File: src/hdl/hxe_pkg.sv
// Constants and state layout for the hart width, privilege and endian control block.
package hxe_pkg;
   // ==========================================================
   // Register byte offsets
   localparam logic [11:0] ADDR_CTRL = 12'h000;
   localparam logic [11:0] ADDR_MWIDTH = 12'h004;
   localparam logic [11:0] ADDR_STATE = 12'h008;
   // ==========================================================
   // Control register field positions
   localparam int F_MBE = 0;
   localparam int F_SBE = 1;
   localparam int F_UBE = 2;
   localparam int F_PRIVILEGE_OVERRIDE_BIT = 3;
   localparam int F_MXR = 4;
   localparam int F_SUM = 5;
   localparam int F_MPP = 8;
   localparam int F_SXL = 12;
   localparam int F_UXL = 14;
   // ==========================================================
   // Width codes and privilege encodings
   localparam logic [1:0] WID_NONE = 2'h0;
   localparam logic [1:0] WID_32 = 2'h1;
   localparam logic [1:0] WID_64 = 2'h2;
   localparam logic [1:0] PRV_U = 2'h0;
   localparam logic [1:0] PRV_S = 2'h1;
   localparam logic [1:0] PRV_M = 2'h3;
   localparam int XW = 64;
   localparam int NW = 32;
   // ==========================================================
   // Reset values
   localparam logic RST_BIT = 1'b0;
   localparam logic [31:0] RST_RDATA = 32'h0000_0000;
   typedef struct packed {
      logic [1:0] priv;
      logic [1:0] machine_previous_privilege;
      logic privilege_override_bit;
      logic exec_readable_bit;
      logic sum;
      logic machine_big_endian_bit;
      logic supervisor_big_endian_bit;
      logic user_big_endian_bit;
      logic [1:0] machine_width_field;
      logic [1:0] supervisor_width_field;
      logic [1:0] user_width_field;
      logic [31:0] rdata;
   } hxe_state_s;
endpackage

File: src/hdl/hxe_ext_if.sv
// Carrier between the control block and one width-narrowing unit.
`timescale 1ns/100ps
interface hxe_ext_if #(parameter int W = 64);
   logic [W-1:0] raw;
   logic w32;
   logic [W-1:0] ext;
   modport src (output raw, output w32, input ext);
   modport unit (input raw, input w32, output ext);
endinterface

File: src/hdl/hxe_ctrl.sv
// Hart width, memory-privilege and endianness control with an APB register port.
//
// Design decisions made here: the APB register port and the register offsets.
`timescale 1ns/100ps
module hxe_ctrl
   import hxe_pkg::*;
#(
   parameter bit BASE64 = 1'b1,
   parameter bit S_MODE = 1'b1,
   parameter bit U_MODE = 1'b1,
   parameter bit PAGING = 1'b1,
   parameter bit SXL_HARD = 1'b0,
   parameter bit UXL_HARD = 1'b0
) (
   input wire logic pclk,
   input wire logic presetn,
   input wire logic [11:0] paddr,
   input wire logic psel,
   input wire logic penable,
   input wire logic pwrite,
   input wire logic [31:0] pwdata,
   input wire logic [3:0] pstrb,
   output logic [31:0] prdata,
   output logic pready,
   output logic pslverr,
   input wire logic trap_enter,
   input wire logic machine_trap_return_pulse,
   input wire logic supervisor_trap_return_pulse,
   input wire logic supervisor_trap_return_to_s,
   input wire logic paging_on,
   input wire logic [63:0] src_operand,
   input wire logic [63:0] alu_result,
   input wire logic [63:0] pc_next,
   input wire logic [63:0] ls_addr,
   output logic [63:0] operand_ext,
   output logic [63:0] result_ext,
   output logic [63:0] pc_ext,
   output logic [63:0] addr_ext,
   output logic [1:0] fetch_priv,
   output logic [1:0] data_priv,
   output logic exec_width32,
   output logic data_width32,
   output logic fetch_big_endian,
   output logic data_big_endian,
   output logic ptw_big_endian,
   output logic mxr_effective,
   output logic sum_effective
);
   // ==========================================================
   // Static values derived from the configuration
   localparam logic [1:0] LEAST_PRV = U_MODE ? PRV_U : PRV_M;
   localparam logic [1:0] RST_MXL = BASE64 ? WID_64 : WID_32;
   localparam logic [1:0] RST_SXL = (BASE64 && S_MODE) ? WID_64 : WID_NONE;
   localparam logic [1:0] RST_UXL = (BASE64 && U_MODE) ? WID_64 : WID_NONE;

   hxe_state_s state_q;
   hxe_state_s state_d;
   logic [1:0] sxl_view;
   logic [1:0] uxl_view;
   logic [1:0] sxl_wr;
   logic [1:0] uxl_wr;
   logic [31:0] ctrl_view;
   logic [31:0] stat_view;
   logic [31:0] wr_word;
   logic mapped;
   logic acc_wr;

   // ==========================================================
   // Decoding helpers
   function automatic logic prv_ok(input logic [1:0] p);
      prv_ok = (p == PRV_M) || (p == PRV_S && S_MODE) || (p == PRV_U && U_MODE);
   endfunction

   // Lower modes are not checked against higher ones; each simply uses its own code.
   function automatic logic is_w32(input logic [1:0] p, input logic [1:0] m,
                                   input logic [1:0] s, input logic [1:0] u);
      if (!BASE64) begin
         is_w32 = 1'b1;
      end else begin
         case (p)
            PRV_M: is_w32 = (m == WID_32);
            PRV_S: is_w32 = (s == WID_32);
            default: is_w32 = (u == WID_32);
         endcase
      end
   endfunction

   function automatic logic be_of(input logic [1:0] p, input hxe_state_s s);
      case (p)
         PRV_M: be_of = s.machine_big_endian_bit;
         PRV_S: be_of = s.supervisor_big_endian_bit;
         default: be_of = s.user_big_endian_bit;
      endcase
   endfunction

   // ==========================================================
   // Visible width fields
   always_comb begin
      if (!BASE64 || !S_MODE) begin
         sxl_view = WID_NONE;
      end else if (SXL_HARD) begin
         sxl_view = state_q.machine_width_field;
      end else begin
         sxl_view = state_q.supervisor_width_field;
      end
      if (!BASE64 || !U_MODE) begin
         uxl_view = WID_NONE;
      end else if (UXL_HARD) begin
         uxl_view = S_MODE ? sxl_view : state_q.machine_width_field;
      end else begin
         uxl_view = state_q.user_width_field;
      end
   end

   // ==========================================================
   // Effective modes, widths and byte order
   assign fetch_priv = state_q.priv;
   assign data_priv = state_q.privilege_override_bit ? state_q.machine_previous_privilege : state_q.priv;
   assign exec_width32 = is_w32(state_q.priv, state_q.machine_width_field, sxl_view, uxl_view);
   assign data_width32 = is_w32(data_priv, state_q.machine_width_field, sxl_view, uxl_view);
   assign fetch_big_endian = 1'b0;
   assign data_big_endian = be_of(data_priv, state_q);
   assign ptw_big_endian = state_q.supervisor_big_endian_bit;
   // These two only qualify the page-table permission check; physical and
   // attribute faults are raised elsewhere and never see them.
   assign mxr_effective = state_q.exec_readable_bit && paging_on;
   assign sum_effective = state_q.sum && paging_on && data_priv == PRV_S;

   // ==========================================================
   // Narrowing of operands, results, pc and data addresses
   logic [63:0] ch_raw [4];
   logic ch_w32 [4];
   logic [63:0] ch_ext [4];
   assign ch_raw[0] = src_operand;
   assign ch_raw[1] = alu_result;
   assign ch_raw[2] = pc_next;
   assign ch_raw[3] = ls_addr;
   assign ch_w32[0] = exec_width32;
   assign ch_w32[1] = exec_width32;
   assign ch_w32[2] = exec_width32;
   assign ch_w32[3] = data_width32;
   genvar gi;
   generate
      for (gi = 0; gi < 4; gi++) begin : g_ch
         hxe_ext_if #(.W(XW)) ch_if ();
         assign ch_if.raw = ch_raw[gi];
         assign ch_if.w32 = ch_w32[gi];
         assign ch_ext[gi] = ch_if.ext;
         hxe_sext #(.W(XW), .N(NW)) u_sext (
            .ch(ch_if)
         );
      end
   endgenerate
   assign operand_ext = ch_ext[0];
   assign result_ext = ch_ext[1];
   assign pc_ext = ch_ext[2];
   assign addr_ext = ch_ext[3];

   // ==========================================================
   // APB register views
   always_comb begin
      ctrl_view = 32'h0000_0000;
      ctrl_view[F_MBE] = state_q.machine_big_endian_bit;
      ctrl_view[F_SBE] = state_q.supervisor_big_endian_bit;
      ctrl_view[F_UBE] = state_q.user_big_endian_bit;
      ctrl_view[F_PRIVILEGE_OVERRIDE_BIT] = state_q.privilege_override_bit;
      ctrl_view[F_MXR] = state_q.exec_readable_bit;
      ctrl_view[F_SUM] = state_q.sum;
      ctrl_view[F_MPP+:2] = state_q.machine_previous_privilege;
      ctrl_view[F_SXL+:2] = sxl_view;
      ctrl_view[F_UXL+:2] = uxl_view;
      stat_view = {24'h00_0000, ptw_big_endian, data_big_endian, data_width32,
                   exec_width32, data_priv, state_q.priv};
   end

   assign mapped = paddr == ADDR_CTRL || paddr == ADDR_MWIDTH || paddr == ADDR_STATE;
   assign pready = 1'b1;
   assign pslverr = psel && penable && !mapped;
   assign prdata = state_q.rdata;
   assign acc_wr = psel && penable && pwrite && mapped;

   // Byte lanes without a strobe keep the current contents.
   always_comb begin
      wr_word = (paddr == ADDR_MWIDTH) ? {28'h000_0000, 2'h0, state_q.machine_width_field} : ctrl_view;
      for (int b = 0; b < 4; b++) begin
         if (pstrb[b]) begin
            wr_word[8*b+:8] = pwdata[8*b+:8];
         end
      end
   end

   hxe_wlegal u_sxl_legal (
      .wr_code(wr_word[F_SXL+:2]),
      .old_code(state_q.supervisor_width_field),
      .present(BASE64 && S_MODE && !SXL_HARD),
      .new_code(sxl_wr)
   );
   hxe_wlegal u_uxl_legal (
      .wr_code(wr_word[F_UXL+:2]),
      .old_code(state_q.user_width_field),
      .present(BASE64 && U_MODE && !UXL_HARD),
      .new_code(uxl_wr)
   );

   // ==========================================================
   // Next state
   always_comb begin
      state_d = state_q;
      if (psel && !penable) begin
         case (paddr)
            ADDR_CTRL: state_d.rdata = ctrl_view;
            ADDR_MWIDTH: state_d.rdata = {28'h000_0000, 2'h0, state_q.machine_width_field};
            ADDR_STATE: state_d.rdata = stat_view;
            default: state_d.rdata = RST_RDATA;
         endcase
      end
      if (acc_wr && paddr == ADDR_CTRL) begin
         state_d.machine_big_endian_bit = wr_word[F_MBE];
         state_d.supervisor_big_endian_bit = S_MODE && wr_word[F_SBE];
         state_d.user_big_endian_bit = U_MODE && wr_word[F_UBE];
         state_d.privilege_override_bit = U_MODE && wr_word[F_PRIVILEGE_OVERRIDE_BIT];
         state_d.exec_readable_bit = S_MODE && wr_word[F_MXR];
         state_d.sum = S_MODE && PAGING && wr_word[F_SUM];
         if (prv_ok(wr_word[F_MPP+:2])) begin
            state_d.machine_previous_privilege = wr_word[F_MPP+:2];
         end
         state_d.supervisor_width_field = sxl_wr;
         state_d.user_width_field = uxl_wr;
      end
      if (acc_wr && paddr == ADDR_MWIDTH && BASE64) begin
         if (wr_word[1:0] == WID_32 || wr_word[1:0] == WID_64) begin
            state_d.machine_width_field = wr_word[1:0];
            if (state_q.machine_width_field == WID_32 && wr_word[1:0] == WID_64) begin
               // Only a 64-bit width exists above 32, so free fields go there.
               if (S_MODE && !SXL_HARD) begin
                  state_d.supervisor_width_field = WID_64;
               end
               if (U_MODE && !UXL_HARD) begin
                  state_d.user_width_field = WID_64;
               end
            end
         end
      end
      // Hart events are applied last so they win over a same-cycle register write.
      if (trap_enter) begin
         state_d.machine_previous_privilege = state_q.priv;
         state_d.priv = PRV_M;
      end else if (machine_trap_return_pulse) begin
         state_d.priv = state_q.machine_previous_privilege;
         state_d.machine_previous_privilege = LEAST_PRV;
         if (state_q.machine_previous_privilege != PRV_M) begin
            state_d.privilege_override_bit = 1'b0;
         end
      end else if (supervisor_trap_return_pulse) begin
         state_d.priv = supervisor_trap_return_to_s ? PRV_S : PRV_U;
         state_d.privilege_override_bit = 1'b0;
      end
   end

   always_ff @(posedge pclk or negedge presetn) begin
      if (!presetn) begin
         state_q.priv <= PRV_M;
         state_q.machine_previous_privilege <= LEAST_PRV;
         state_q.privilege_override_bit <= RST_BIT;
         state_q.exec_readable_bit <= RST_BIT;
         state_q.sum <= RST_BIT;
         state_q.machine_big_endian_bit <= RST_BIT;
         state_q.supervisor_big_endian_bit <= RST_BIT;
         state_q.user_big_endian_bit <= RST_BIT;
         state_q.machine_width_field <= RST_MXL;
         state_q.supervisor_width_field <= RST_SXL;
         state_q.user_width_field <= RST_UXL;
         state_q.rdata <= RST_RDATA;
      end else begin
         state_q <= state_d;
      end
   end
endmodule

File: src/hdl/hxe_sext.sv
// Narrowing unit: drops bits above the active width and sign-extends to full width.
`timescale 1ns/100ps
module hxe_sext
   import hxe_pkg::*;
#(
   parameter int W = XW,
   parameter int N = NW
) (
   hxe_ext_if.unit ch
);
   always_comb begin
      if (ch.w32) begin
         ch.ext = {{(W - N){ch.raw[N-1]}}, ch.raw[N-1:0]};
      end else begin
         ch.ext = ch.raw;
      end
   end
endmodule

File: src/hdl/hxe_wlegal.sv
// Legalizes a software write to a lower-mode width field.
`timescale 1ns/100ps
module hxe_wlegal
   import hxe_pkg::*;
(
   input wire logic [1:0] wr_code,
   input wire logic [1:0] old_code,
   input wire logic present,
   output logic [1:0] new_code
);
   // Unsupported encodings are dropped so a present field always holds a usable width; an absent one reads WID_NONE.
   always_comb begin
      if (!present) begin
         new_code = WID_NONE;
      end else if (wr_code == WID_32 || wr_code == WID_64) begin
         new_code = wr_code;
      end else begin
         new_code = old_code;
      end
   end
endmodule

File: config.mk
export PLATFORM = sky130hd
export DESIGN_NAME = hxe_ctrl
export DESIGN_NICKNAME = d
export VERILOG_FILES = /design/src/hdl/hxe_pkg.sv /design/src/hdl/hxe_ext_if.sv /design/src/hdl/hxe_ctrl.sv /design/src/hdl/hxe_sext.sv /design/src/hdl/hxe_wlegal.sv
export SDC_FILE = /design/constraint.sdc
export NUM_CORES = 1
export LEC_CHECK = 0
export ABC_CLOCK_PERIOD_IN_PS = 4200
export BUFFER_PORTS_ARGS = -buffer_cell sky130_fd_sc_hd__buf_4
export CAP_MARGIN = 20
export CORE_AREA = 2 2 239 241
export CTS_BUF_LIST = sky130_fd_sc_hd__clkbuf_16
export CTS_CLUSTER_DIAMETER = 60
export DETAILED_ROUTE_END_ITERATION = 6
export DIE_AREA = 0 0 241 243
export GPL_ROUTABILITY_DRIVEN = 0
export PLACE_DENSITY = 0.36
export SLEW_MARGIN = 20
export SYNTH_ARGS = -nofsm -noshare
export SYNTH_HDL_FRONTEND = slang
export SYNTH_SLANG_ARGS = --single-unit
File: constraint.sdc
create_clock -name pclk -period 4.2 [get_ports pclk]
set_input_delay 0.21 -clock pclk [delete_from_list [all_inputs] [get_ports pclk]]
set_output_delay 0.21 -clock pclk [all_outputs]
set_load 0.02 [all_outputs]
Word-level counts from Yosys, hierarchy flattened
Index checks and enable logic that the tools add are counted.
Word-level totals
  flip-flop bits (word level): 48
  latch bits: 0
  memory bits (writable): 0
  ROM bits: 0
  input bits: 314
  output and inout port bits: 301
  word-level logic and storage cells: 88
  memories: 0
Operators by class
  add/sub/neg operators: 0
  $mul: 0
  divide/modulo/power cells: 0
  magnitude comparators: 0
  eq/ne operators: 18
  shift operators: 0
  mux-type cells: 29
  bitwise logic cells: 0
  reductions and logical operators: 29
Operator list (count)
  2-to-1 mux 64 bit: 4
  one-hot mux 16 bit (3 select lines): 1
  2-to-1 mux 4 bit: 5
  equality test 2 x 1 -> 1 bit, second input constant: 9
  2-to-1 mux 16 bit: 1
  2-to-1 mux 8 bit: 2
  2-to-1 mux 2 bit: 7
  equality test 12 x 3 -> 1 bit, second input constant: 1
  equality test 12 x 4 -> 1 bit, second input constant: 1
  equality test 2 bit, second input constant: 6
  zero test 12 bit: 1
  logical AND 1 bit: 11
  nonzero test 3 bit: 3
  logical OR 1 bit: 7
  2-to-1 mux 6 bit: 1
  one-hot mux 1 bit (2 select lines): 3
  AND reduction 2 bit: 3
  2-to-1 mux 1 bit: 5
  zero test 1 bit: 2
  zero test 2 bit: 1
  != test 2 bit, second input constant: 1
  nonzero test 2 bit: 1

Logic depth before layout (Yosys ltp)
  depth after elaboration: 11
  mapped depth: 9
  depth with buffers taken out: 8

By module
From an unflattened synthesis, not the netlist that was laid out.
Unflattened totals
  cells, all modules: 502
  area total of the unflattened synthesis: 5159.9 um^2
By module, submodules not included
  hxe_sext: times used 4, cells each 71, area each 769.5 um^2, sequential area each 0.0 um^2
  hxe_ctrl: times used 1, cells each 204, area each 1999.4 um^2, sequential area each 757.0 um^2
  hxe_wlegal: times used 2, cells each 7, area each 41.3 um^2, sequential area each 0.0 um^2

Worst setup path before layout
Ideal clock, no wire load.
  path kind: input to register
  start point: input paddr[3]
  end point: register state_q[36] (netlist bit)
  setup time: 0.125 ns
  arrival time: 2.557 ns
  data required time: 4.075 ns
  slack: 1.518 ns
  stages: 9
  path buffers: 1
  path through: buf_2 > or4b_4 > or3_4 > mux2_1 > o21ai_1 > ha_1 > nor2_1 > and3_1 > mux2_2
On the way
  longest elaborated chain between the ends: 6
  elaborated cells between the ends (all ways): 13
  those cells by class: eq/ne (4); mux (2); reduce/logical (7)
RTL lines
  from (decl): line hxe_ctrl.sv:17  | input wire logic [11:0] paddr,
  equality test 12 x 3 -> 1 bit or zero test 12 bit (tied branches): line hxe_ctrl.sv:176, hxe_ctrl.sv:184, hxe_ctrl.sv:230
  2-to-1 mux 16 bit or logical OR 1 bit (tied branches): line hxe_ctrl.sv:184, hxe_ctrl.sv:176
  2-to-1 mux 6 bit or logical OR 1 bit (tied branches): line hxe_ctrl.sv:186, hxe_ctrl.sv:176
  equality test 2 x 1 -> 1 bit (tied with other cells): line hxe_ctrl.sv:231  | if (wr_word[1:0] == WID_32 || wr_word[1:0] == WID_64) begin
  logical OR 1 bit or logical AND 1 bit (tied branches): line hxe_ctrl.sv:231, hxe_ctrl.sv:230
  AND reduction 2 bit (no line)
  to (signal assigned): line hxe_ctrl.sv:275  | state_q <= state_d;
  to (decl): line hxe_ctrl.sv:56  | hxe_state_s state_q;
Several ways; a longest one is shown, not always the timed one. The select of a mux whose other input is x is not followed.
A chain may end at the register's enable or synchronous reset.

Final worst setup path
  start point: input paddr[5]
  end point: register state_q[36] (netlist bit)
Same word-level chain as after synthesis.

==> flow_summary.yaml <==
status:
  status: "finished clean"
logic_synthesis:
  syn_area_per_cell_um2: 8.21
  netlist_area_mm2: 0.00417
  synth_compound_area_share_pct: 32.0
  synth_top_family_by_area: "buffers and inverters"
  netlist_instances: 508
  ys.flop_type: "dfrtp_1"
  yosysWarnings: 0
  synth-adder-area-share_pct: 0.300
  synth_seq_area_share_pct: 18.1
  synth-simple-area-share_pct: 11.5
  synthMuxAreaShare_pct: 3.93
  synthXorXnorAreaFrac_pct: 0
  synth_seq_cells: 30
  synth.distinct_cells: 59
  synth_edf_count: 0
  synth-async-reset-ratio_pct: 100
setup_path:
  worstSetupPathType: "primary input to flip-flop"
  crit_fanout: 10
  cpPeakStageDelay_ps: 890
  arrival_ps: 3110
  cp_top_family: "simple AND/OR/NAND/NOR gates"
  reg2reg_depth: 6
  worst_path_max_delay_cell: "or4_1"
  required_ps: 4360
  rrSetupSlack_ps: 2290
  critPathBufInv: 1
  cp-end-kind: "flip-flop"
  crit_chain: "buf_4 > or4_1 > or3_4 > mux2_1 > o21ai_1 > ha_1 > nor2_1 > and3_1 > mux2_2"
  critPathLaunchType: "primary input"
  r2r_end: "state_q[36]"
  rr_startpoint: "state_q[36]"
cts:
  cts_buffers: 5
  clock-root-buffer: "clkbuf_16"
  post_cts_buffers: 0
  clk_latency_ps: 280
  cts_max_level: 2
  cts_sinks: 30
  clockBufferDepth: 2
  cts_tree: "built"
  clkTransAtPathRegs_ps: 50
cells_and_area:
  final_area_mm2: 0.00650
  fin_cells: 1428
  area_growth_syn_to_layout_pct: 55.8
  utilization_pct: 11.6
  multi_input_area_mm2: 0.00209
  fill_cells: 6555
  seq_area_um2: 757
  fin_nets: 985
  drive_gt1_share_pct: 55.6
floorplan:
  core-area_mm2: 0.0560
  rows: 87
  fp.dieW_um: 241
  initial_core_util_pct: 7.46
  io_pins: 615
  die-area_mm2: 0.0586
  die_y_um: 243
drt:
  drt-total-wl_um: 26100
  ant_nets: 0
  drtPass1Iterations: 4
  avgViaCountPerCell: 2.98
  dr.first_iter.drc_count: 154
  wl_per_cell_um: 18.3
  vias: 4257
  drc: 0
hold_path:
  min_path_cells: 2
  hp-class: "primary input to flip-flop"
  min_to: "fetch_priv[1]"
  worstHoldStart: "machine_trap_return_pulse"
power_and_ir_drop:
  powerDensity_mw_per_mm2: 276
  irDropWorstVdd_v: 0.000143
  leakage_nw: 3.54
placed_design:
  dp.final_hpwl_um: 22700
  dp.cells: 1417
  dp_slack_ps: 980
  place_area_mm2: 0.00632
  port-buffer-count: 324
sta:
  max_freq_mhz: 339
  tightest_slew_ps: 950
  post-route-period-util_pct: 70.2
  finClkSkew_ps: 1.77
  slew_headroom_pct: 36.2
  setup_violations: 0
  fin_ws_ps: 1250
  hold_viol_final: 0
  fin_crit_ps: 2950
  drv_slew: 0
  rsz0062_at_grt: "false"
  final.setup.tns_ps: 0
run:
  maxCapViolCount: 0
grt:
  grt_start_max_net_pins: 98
  antenna_found_initial: 3
  overflow: 0
  grt_use_total_pct: 8.23
  grt_pass1_wl_um: 33800
  grt_pass1_vias: 4335
state kept, by name, indices dropped and copies added, names as in the netlist:
register and cells:
sxl_view 2, uxl_view 2, prdata 14, fetch_priv 2, state_q 2, ptw_big_endian 1, ctrl_view 7
synthesized netlist by cell type, drive strengths merged, types with 6 or more instances:
library cell  count  area share, %
nor2             13            1.2
inv              11           0.99
clkbuf           20            1.8
buf             176             31
o21ai            16            1.9
a21oi             7           0.84
a22o              6            1.3
nand2            14            1.3
a21o            129             23
dfrtp            25             15
mux2             11            3.0
where the power goes:
group / switching [W] / internal [W] / leakage [nW]
combinational: 0.000638 / 0.000498 / 3.08
sequential: 0.0000131 / 0.000300 / 0.385
clock: 0.000130 / 0.000214 / 0.0724
total: 0.000781 / 0.00101 / 3.54
layout make-up:
| class | instances | share of cell area (%) |
|---|---|---|
| antenna | 1 | 0.0385 |
| timing repair buffer | 333 | 38.8 |
| tap | 756 | 14.5 |
| clock buffer | 5 | 1.92 |
| multi-input combinational | 289 | 32.2 |
| sequential | 30 | 11.6 |
| clock inverter | 3 | 0.192 |
| inverter | 11 | 0.635 |
what timing repair did:
item                                   4_1_cts  5_1_grt
endpoints found under the hold margin       25        0
gates resized for setup                      0        0
hold buffers                                 1        0
worst max-delay path by stage:
stage	start	end	slack (ps)	cells after the start
floorplan	paddr[3]	state_q[36]	1520	9
global placement	paddr[5]	state_q[36]	950	9
detailed placement	paddr[5]	state_q[36]	980	9
CTS	fetch_priv[1]	pc_ext[61]	1220	5
global route	paddr[5]	state_q[36]	1180	9
finish	paddr[5]	state_q[36]	1250	9
cell families (layout without fill, tap and decap cells):
group / count (synthesis) / after routing
DFF: 30 / 30
and+or+nand+nor: 71 / 71
muxes: 15 / 15
buffers and inverters: 207 / 352
adders and majority gates: 1 / 1
other: 2 / 21
AOI/OAI and AO/OA: 182 / 182
metrics by stage:
stage                     power, W  hold slack, ps
after floorplan            0.00108           -85.6
final                      0.00179             162
after detailed placement   0.00147             184
after global routing       0.00189             172
after global placement     0.00148             183
after CTS                  0.00182             159
layout by cell type, fill, tap and decap left out, types with 2 or more instances in the layout:
cell / instances
a211oi_2: 2
a21o_1: 129
a21oi_1: 7
a22o_1: 6
a2bb2oi_1: 3
a31oi_1: 3
a32oi_1: 2
and2_1: 2
and3_1: 2
buf_4: 331
clkbuf_16: 5
conb_1: 20
dfrtp_1: 25
dfstp_2: 5
inv_1: 12
mux2_2: 10
mux2i_1: 4
nand2_1: 14
nand2b_1: 4
nand3_1: 2
nand4_1: 4
nor2_1: 13
nor2b_1: 5
nor3b_2: 3
nor4_2: 2
nor4_4: 2
o2111ai_1: 2
o21a_1: 2
o21ai_0: 13
o21ai_1: 2
or2_2: 2
or4_1: 2
or4_4: 2
routing by layer:
layer / routed length [um] / share of wire, % / GRT usage, %
met2: 12600 / 48 / 14.4
met3: 3240 / 12 / 3.83
met5: 23 / 0.088 / 0
met1: 9470 / 36 / 8.70
met4: 741 / 2.8 / 2.49
(Power assumes the default switching activity.)
